## src/rtl/stage_irq_map.vh

```
// register offsets, field layout, reset values for the stage interrupt gating block
`ifndef STAGE_IRQ_MAP_VH
`define STAGE_IRQ_MAP_VH

`define ADDR_W               10
`define DATA_W               16
`define STAGE_N              8

`define OFF_HIGH_IRQ_EN      10'h006
`define OFF_DONE_IRQ_EN      10'h007
`define OFF_LOW_LIMIT_FLAG   10'h008
`define OFF_HIGH_LIMIT_FLAG  10'h009
`define OFF_DONE_FLAG        10'h00a

`define EN_FIELD_LSB         0
`define EN_FIELD_MSB         7
`define UNUSED_FIELD_LSB     8
`define UNUSED_FIELD_MSB     15

`define RST_IRQ_EN           8'h00
`define RST_FLAGS            8'h00
`define RST_RDATA            16'h0000
`define UNUSED_READ          8'h00

`endif

```

## src/rtl/stage_irq_gate.v

```verilog
// per-stage interrupt enable gating, status flags and active-low interrupt output
//
// Operation
// - high enable bit n set and stage n above high threshold pulls interrupt low.
// - an enable bit at zero keeps its stage event off the interrupt output.
// - completion enable bit n set and stage n conversion done pulls interrupt low.
// - all high and completion enable bits read zero after reset.
// - stage n above high threshold sets bit n of the high-limit status register.
// - stage n conversion complete sets bit n of the completion status register.
// - status registers clear after host read unless the limit still holds.
`timescale 1ns/1ps
`include "stage_irq_map.vh"

// register port: a write lands at its strobe edge, read data follows one cycle later.
// interrupt: a flag sets at the event edge and the pin falls one edge after that.
// a status read clears its word; an event in the clearing cycle keeps its bit.
// unmapped addresses read zero and ignore writes.

module stage_irq_gate (
  input  wire                  sys_clk,
  input  wire                  arst_n,
  input  wire [`ADDR_W-1:0]    reg_addr,
  input  wire [`DATA_W-1:0]    reg_wdata,
  input  wire                  reg_wr,
  input  wire                  reg_rd,
  input  wire [`STAGE_N-1:0]   high_exceed,
  input  wire [`STAGE_N-1:0]   low_exceed,
  input  wire [`STAGE_N-1:0]   conv_done,
  input  wire [`STAGE_N-1:0]   low_irq_enable,
  output reg  [`DATA_W-1:0]    reg_rdata_r,
  output reg                   reg_rvalid_r,
  output reg  [`STAGE_N-1:0]   high_irq_enable_r,
  output reg  [`STAGE_N-1:0]   done_irq_enable_r,
  output reg                   int_n_r
);

  // reset release through two flops; assertion stays asynchronous
  reg rst_meta_r;
  reg rst_n_r;

  always @(posedge sys_clk or negedge arst_n) begin
    if (!arst_n) begin
      rst_meta_r <= 1'b0;
      rst_n_r    <= 1'b0;
    end else begin
      rst_meta_r <= 1'b1;
      rst_n_r    <= rst_meta_r;
    end
  end

  // address decode shared by the read and write paths
  function hit;
    input [`ADDR_W-1:0] addr;
    input [`ADDR_W-1:0] offset;
    begin
      hit = (addr == offset);
    end
  endfunction

  // enable bytes sit in the low lanes; the upper byte reads zero
  function [`DATA_W-1:0] widen;
    input [`STAGE_N-1:0] val;
    begin
      widen = {`UNUSED_READ, val};
    end
  endfunction

  wire wr_high_en;
  wire wr_done_en;
  wire rd_low;
  wire rd_high;
  wire rd_done;

  assign wr_high_en = reg_wr & hit(reg_addr, `OFF_HIGH_IRQ_EN);
  assign wr_done_en = reg_wr & hit(reg_addr, `OFF_DONE_IRQ_EN);
  assign rd_low     = reg_rd & hit(reg_addr, `OFF_LOW_LIMIT_FLAG);
  assign rd_high    = reg_rd & hit(reg_addr, `OFF_HIGH_LIMIT_FLAG);
  assign rd_done    = reg_rd & hit(reg_addr, `OFF_DONE_FLAG);

  // enable registers; upper byte is not stored, so a stray one there has no effect
  reg [`STAGE_N-1:0] high_irq_enable_nxt;
  reg [`STAGE_N-1:0] done_irq_enable_nxt;

  always @* begin
    high_irq_enable_nxt = high_irq_enable_r;
    if (wr_high_en) begin
      high_irq_enable_nxt = reg_wdata[`EN_FIELD_MSB:`EN_FIELD_LSB];
    end
  end

  always @* begin
    done_irq_enable_nxt = done_irq_enable_r;
    if (wr_done_en) begin
      done_irq_enable_nxt = reg_wdata[`EN_FIELD_MSB:`EN_FIELD_LSB];
    end
  end

  always @(posedge sys_clk or negedge rst_n_r) begin
    if (!rst_n_r) begin
      high_irq_enable_r <= `RST_IRQ_EN;
    end else begin
      high_irq_enable_r <= high_irq_enable_nxt;
    end
  end

  always @(posedge sys_clk or negedge rst_n_r) begin
    if (!rst_n_r) begin
      done_irq_enable_r <= `RST_IRQ_EN;
    end else begin
      done_irq_enable_r <= done_irq_enable_nxt;
    end
  end

  // sticky status flags
  wire [`STAGE_N-1:0] low_limit_flag;
  wire [`STAGE_N-1:0] stage_high_limit_flag;
  wire [`STAGE_N-1:0] stage_conversion_done_flag;

  stage_flag_bank u_low_flags (
    .sys_clk  (sys_clk),
    .rst_n    (rst_n_r),
    .set_evt  (low_exceed),
    .read_clr (rd_low),
    .flag_r   (low_limit_flag)
  );

  stage_flag_bank u_high_flags (
    .sys_clk  (sys_clk),
    .rst_n    (rst_n_r),
    .set_evt  (high_exceed),
    .read_clr (rd_high),
    .flag_r   (stage_high_limit_flag)
  );

  stage_flag_bank u_done_flags (
    .sys_clk  (sys_clk),
    .rst_n    (rst_n_r),
    .set_evt  (conv_done),
    .read_clr (rd_done),
    .flag_r   (stage_conversion_done_flag)
  );

  // read mux; data returned one cycle after the request, unmapped reads give zero
  reg [`DATA_W-1:0] reg_rdata_nxt;

  always @* begin
    reg_rdata_nxt = `RST_RDATA;
    case (reg_addr)
      `OFF_HIGH_IRQ_EN:     reg_rdata_nxt = widen(high_irq_enable_r);
      `OFF_DONE_IRQ_EN:     reg_rdata_nxt = widen(done_irq_enable_r);
      `OFF_LOW_LIMIT_FLAG:  reg_rdata_nxt = widen(low_limit_flag);
      `OFF_HIGH_LIMIT_FLAG: reg_rdata_nxt = widen(stage_high_limit_flag);
      `OFF_DONE_FLAG:       reg_rdata_nxt = widen(stage_conversion_done_flag);
      default:              reg_rdata_nxt = `RST_RDATA;
    endcase
  end

  always @(posedge sys_clk or negedge rst_n_r) begin
    if (!rst_n_r) begin
      reg_rvalid_r <= 1'b0;
    end else begin
      reg_rvalid_r <= reg_rd;
    end
  end

  // data holds between reads so a slow host can still pick it up
  always @(posedge sys_clk or negedge rst_n_r) begin
    if (!rst_n_r) begin
      reg_rdata_r <= `RST_RDATA;
    end else if (reg_rd) begin
      reg_rdata_r <= reg_rdata_nxt;
    end
  end

  // interrupt gating: a source reaches the pin only through its enable bit
  function [`STAGE_N-1:0] gate_src;
    input [`STAGE_N-1:0] flags;
    input [`STAGE_N-1:0] enables;
    begin
      gate_src = flags & enables;
    end
  endfunction

  wire [`STAGE_N-1:0] high_src;
  wire [`STAGE_N-1:0] done_src;
  wire [`STAGE_N-1:0] low_src;
  wire                high_any;
  wire                done_any;
  wire                low_any;
  wire                irq_any;

  assign high_src = gate_src(stage_high_limit_flag, high_irq_enable_r);
  assign done_src = gate_src(stage_conversion_done_flag, done_irq_enable_r);
  assign low_src  = gate_src(low_limit_flag, low_irq_enable);
  assign high_any = |high_src;
  assign done_any = |done_src;
  assign low_any  = |low_src;
  // the pin follows the sticky flags, so it stays low until the host reads status
  assign irq_any  = high_any | done_any | low_any;

  reg int_n_nxt;

  always @* begin
    int_n_nxt = 1'b1;
    if (irq_any) begin
      int_n_nxt = 1'b0;
    end
  end

  always @(posedge sys_clk or negedge rst_n_r) begin
    if (!rst_n_r) begin
      int_n_r <= 1'b1;
    end else begin
      int_n_r <= int_n_nxt;
    end
  end

endmodule

```

## src/rtl/stage_flag_bank.v

```verilog
// eight sticky per-stage status flags, cleared by a host read unless the cause persists
`timescale 1ns/1ps
`include "stage_irq_map.vh"

module stage_flag_bank (
  input  wire                  sys_clk,
  input  wire                  rst_n,
  input  wire [`STAGE_N-1:0]   set_evt,
  input  wire                  read_clr,
  output reg  [`STAGE_N-1:0]   flag_r
);

  reg [`STAGE_N-1:0] flag_nxt;

  // a set in the same cycle as the read clear wins, so a held limit keeps its bit
  always @* begin
    flag_nxt = (read_clr ? `RST_FLAGS : flag_r) | set_evt;
  end

  always @(posedge sys_clk or negedge rst_n) begin
    if (!rst_n) begin
      flag_r <= `RST_FLAGS;
    end else begin
      flag_r <= flag_nxt;
    end
  end

endmodule

```

## config.mk

```make
export PLATFORM = sky130hd
export DESIGN_NAME = stage_irq_gate
export DESIGN_NICKNAME = d
export VERILOG_FILES = /design/src/rtl/stage_irq_gate.v /design/src/rtl/stage_flag_bank.v
export VERILOG_INCLUDE_DIRS = /design/src /design/src/rtl
export SDC_FILE = /design/constraint.sdc
export NUM_CORES = 1
export LEC_CHECK = 0
export ABC_AREA = 1
export BUFFER_PORTS_ARGS = -buffer_cell sky130_fd_sc_hd__clkbuf_2
export CORE_MARGIN = 10
export CORE_UTILIZATION = 49
export DETAILED_ROUTE_END_ITERATION = 10
export GPL_ROUTABILITY_DRIVEN = 0
export PLACE_DENSITY = 0.87
export SLEW_MARGIN = 5
export SYNTH_ARGS = -nofsm -noshare
export SYNTH_HDL_FRONTEND = slang
export SYNTH_HIERARCHICAL = 1
export SYNTH_SLANG_ARGS = --single-unit
export TNS_END_PERCENT = 1
```

## constraint.sdc

```tcl
create_clock -name sys_clk -period 2.5 [get_ports sys_clk]
set_clock_uncertainty 0.2 [all_clocks]
set_input_delay 0.125 -clock sys_clk [delete_from_list [all_inputs] [get_ports sys_clk]]
set_output_delay 0.125 -clock sys_clk [all_outputs]
set_load 0.02 [all_outputs]
```

# Yosys cells after proc, flatten, opt, wreduce, memory -nomap -nowiden
# Index checks and enable logic that the tools add are counted.
# word_totals
register_bits	60
input_bits	62
output_inout_bits	34
elab_cells	36
# op_classes
eq_ne	5
muxes	5
n_bitwise	13
n_reduce_logical	3
# ops
op	count
8-bit case mux with 5 select lines	1
10-bit by 4-bit equality test with 1-bit output, second input constant	3
8-bit AND	3
8-bit 2-to-1 mux	3
8-bit OR	3
8-bit OR reduction	3
10-bit by 3-bit equality test with 1-bit output, second input constant	2
1-bit AND	5
1-bit OR	2
1-bit 2-to-1 mux	1

# Depth between registers and ports, before layout
# logic_depth
ltp_word	5
mapped_depth	10
ltp_nobuf	9

# By module
# Netlist, hierarchy kept.
# by_module_without_submodules
module	instances	cells_per_inst	area_per_inst_um2	seq_area_each_um2
stage_irq_gate	1	239	1719.1	701.9
stage_flag_bank	3	33	294.0	200.2

# Least setup slack after synthesis
# OpenSTA, ideal clock, no wires.
# synth_timing
kind	input -> register
startpoint	input reg_addr[7]
endpoint	register high_irq_enable_r[5]
setup_time_ps	119
arrival_ps	1051
required_ps	2181
slack_ps	1130
cell_stages	8
path_buffers	2
path_cell_list	nor2_1 -> nand2_2 -> nor2_8 -> and3_1 -> buf_4 -> buf_6 -> nand2_1 -> o21a_1
# synth_via
elab_chain_len	2
# synth_lines
element	line_no	rtl
from (decl)	stage_irq_gate.v:22	input wire [`ADDR_W-1:0] reg_addr,
10-bit by 3-bit equality test with 1-bit output	--	
1-bit AND	stage_irq_gate.v:74	assign wr_high_en = reg_wr & hit(reg_addr, `OFF_HIGH_IRQ_EN);
to (signal assigned)	stage_irq_gate.v:100	high_irq_enable_r <= `RST_IRQ_EN;
to (signal assigned)	stage_irq_gate.v:102	high_irq_enable_r <= high_irq_enable_nxt;
to (decl)	stage_irq_gate.v:32	output reg [`STAGE_N-1:0] high_irq_enable_r,
# No other way between the ends.
# A chain may end at the register's enable or synchronous reset.

# Worst setup path in the final report
# layout_timing
startpoint	register u_low_flags.flag_r[6]
endpoint	register int_n_r
# layout_via
elab_chain_len	4
# layout_lines
element	line_no	rtl
from (decl)	stage_flag_bank.v:10	output reg [`STAGE_N-1:0] flag_r
from (signal assigned)	stage_flag_bank.v:22	flag_r <= `RST_FLAGS;
from (signal assigned)	stage_flag_bank.v:24	flag_r <= flag_nxt;
8-bit AND	stage_irq_gate.v:180	gate_src = flags & enables;
8-bit OR reduction	stage_irq_gate.v:197	assign low_any = |low_src;
1-bit OR	stage_irq_gate.v:199	assign irq_any = high_any | done_any | low_any;
1-bit 2-to-1 mux	stage_irq_gate.v:205	if (irq_any) begin
via int_n_nxt	stage_irq_gate.v:201	reg int_n_nxt;
to (signal assigned)	stage_irq_gate.v:214	int_n_r <= int_n_nxt;
to (decl)	stage_irq_gate.v:34	output reg int_n_r
# The timed path passes the listed nets, and every way through them passes these cells.

==> metrics.md <==
| Metric | Value |
|---|---|
| Clock transition at path regs | ~90 ps |
| Sequential cell area | 1304 µm² |
| Antenna violations before repair | 0 |
| Sequential area share after synthesis | roughly half |
| GR Overflow Total | 0 |
| DIE AREA | approximately 8600 µm² |
| Crit path time final | 2312 ps |
| Critical Path AT | approximately 2400 ps |
| Startpoint types | flip-flop |
| Layout cells sized above 1 | a little over a fifth |
| Area Growth Syn to Fin | 34.05% |
| Crit end category | flip-flop |
| Post-Syn Area per Cell | a little under 8 µm² |
| CP Buf/Inv Count | 2 |
| PD cells | 452.7 nW/µm² |
| Average wire per standard cell | 14.15 µm |
| First-pass GRT wire length | 12.32 mm |
| Nets | around 520 |
| Total power | between 1500 and 2000 µW |
| Detailed Place HPWL | 5.481 mm |
| RR Endpoint | int_n_r$_DFF_PN1_ |
| Hold crit path type | flip-flop to async pin |
| Crit Path Class | flip-flop to flip-flop |
| Switch share | 24.86% |
| DRC | 0 |
| Setup TNS Final | 0 ps |
| I/O Buffers | 79 |
| Antenna Violating Nets Remaining | 0 |
| Netlist Area Pre-Place | 2601 µm² |
| H-Tree Depth | 2 |
| Number of global-route vias before repair | roughly 2700 |
| Clk root buf | clkbuf_8 |
| Initial DRC Count | ~280 |
| Unrepaired setup endpoints after global routing | no |
| CP delay by family, top | buffers and inverters |
| Status | finished clean |
| R2R depth | 6 |
| #FFs+latches synth | 52 |
| Vias | between 2000 and 3000 |
| Peak Freq | 432.6 MHz |
| WL final | about 7.4 mm |
| I/O pin count | 96 |
| Core footprint | 5140 µm² |
| Peak VDD IR | around 0.00026 V |
| Final setup fails | 0 |
| CTS buffer count | 5 |
| Max cap viols | 0 |
| Crit path top cell by count | dlygate4sd3_1 |
| Chip height | between 90 and 100 µm |
| Max_slew headroom | between 60% and 70% |
| Clock sink count | 52 |
| Syn Inst Count | 338 |
| Leak | 0.001959 µW |
| Worst Max-Slew Pin Slew | between 500 and 600 ps |
| Sequential power share | 55.2% |
| Most common cell after layout, fill and taps aside | nand2_1 |
| Slowest stage delay, CP | about 570 ps |
| # rows | 26 |
| Clock buffer depth | 2 |
| Combinational Power Share | between 10% and 20% |
| R2R setup slack | between 150 and 200 ps |
| Crit path max fanout | 3 |
| Slowest cell on crit path | dlygate4sd3_1 |
| Cell variety after synth | 24 |
| Vias per cell | 4.992 |
| Critical path required time | roughly 2600 ps |
| Clock share of power | 30.6% |
| CTS resizes | 0 |
| CP Cell Sequence | a22o_1 -> a21oi_1 -> dlygate4sd3_1 -> nand3_1 -> dlygate4sd3_1 -> nor2_1 |
| Fin. max-slew vios | 0 |
| Most frequent cells in the layout | nand2_1, clkbuf_2, dfrtp_1 |
| CTS tree | done |
| Multi-input logic area | between 1000 and 1500 µm² |
| Number of filler cells placed in the layout | 433 |
| Int Power | about 1200 µW |
| Fin crit share | 92.47% |
| Pre-antenna DRT Iters | 5 |
| Tot GR Track Use | ~17% |
| Antenna Cells | 0 |
| Largest net degree at the start of global routing | 29 |
| Die X | between 90 and 100 µm |
| NetSw | slightly below 400 µW |
| Initial core utilization | between 50 and 60% |
| RR Startpoint | u_low_flags/flag_r[6]$_DFF_PN0_ |
| Synth Warn # | 6 |
| Clock latency on the worst-skew pair | 310 ps |
| Final hold vios | 0 |
==> state kept, by name (all words and copies together) (netlist names) <==
name,cells
reg_rdata_r,8
reg_rvalid_r,1
high_irq_enable_r,8
rst_meta_r,1
int_n_r,1
rst_n_r,1
u_low_flags/flag_r,8
u_done_flags/flag_r,8
done_irq_enable_r,8
u_high_flags/flag_r,8
==> synthesized netlist by cell type (all sizes together) <==
cell type  instances  area (µm²)
nand2            108       407.9
dfrtp             51        1276
inv               48       180.2
nand3             43       220.2
nor2              32       146.4
buf               14       106.4
a21oi             11       55.05
o21a               8       60.06
o21ai              8       40.04
a22o               4       35.03
clkbuf             3       11.26
nand4              3       18.77
conb               2       7.510
and3               1       6.260
clkinv             1       3.750
dfstp              1       26.28
==> how the worst max path moves through the flow <==
stage,startpoint,end,slack [ps],cells after the start
floorplan,rst_n_r$_DFF_PN0_,done_irq_enable_r[0]$_DFFE_PN0P_,750,0
global route,u_low_flags/flag_r[6]$_DFF_PN0_,int_n_r$_DFF_PN1_,20,6
CTS,u_low_flags/flag_r[6]$_DFF_PN0_,int_n_r$_DFF_PN1_,190,6
finish,u_low_flags/flag_r[6]$_DFF_PN0_,int_n_r$_DFF_PN1_,190,6
global placement,reg_addr[7],high_irq_enable_r[5]$_DFFE_PN0P_,750,7
detailed placement,reg_addr[7],high_irq_enable_r[3]$_DFFE_PN0P_,690,7
==> kinds of logic (layout without fill, tap and decap cells) <==
logic type             count (synthesis)  count (layout)  share of synthesized area [%]
and+or+nand+nor                      187             187                          30.74
buffers and inverters                 66             177                          11.59
AOI/OAI and AO/OA                     31              31                          7.311
DFF                                   52              52                          50.07
other                                  2               9                         0.2887
==> worst reg2reg max path, cell delays in order (launching register included) <==
cell and delay, ps:
dfrtp_1 410, a22o_1 210, a21oi_1 120, dlygate4sd3_1 570, nand3_1 60, dlygate4sd3_1 570
nor2_1 120
==> power by group through the flow <==
stage	Sequential, µW	Clock (µW)	Combinational (µW)
finish	871	483	225
global route	874	527	250
CTS	871	491	224
detailed placement	887	0	178
global placement	887	0	174
floorplan	915	0	78.0
==> area by class of cell <==
class,count,area share (%)
clock buffers,8,2.583
inverters,49,5.274
multi-input cells,227,29.35
flip-flops and latches,52,37.39
well taps,70,2.512
repair buffers,120,22.89
==> per-layer routing <==
metal	track usage [%]	up-vias	part of all wire, %
met5	0	-	0
met4	6.041	0	1.7
met3	6.295	15	9.9
met2	29.26	138	49
met1	19.99	1212	40
li1	-	1261	-
==> what timing repair did <==
item,CTS,global route
endpoints found under the hold margin,44,0
hold buffers,38,0
setup buffers,0,0
==> metrics by stage <==
stage	hold WS [ps]	setup WS, ps	util [%]	instance area, µm²	cells
after global routing	76.40	21.14	67.84	3487	526
after floorplan	-370.6	747.0	-	2628	345
after detailed placement	-285.6	685.3	58.69	3017	480
after CTS	58.04	188.7	67.84	3487	526
after global placement	-287.2	753.1	58.69	3017	480
final	38.57	188.3	67.84	3487	526
(Power assumes the default switching activity.)
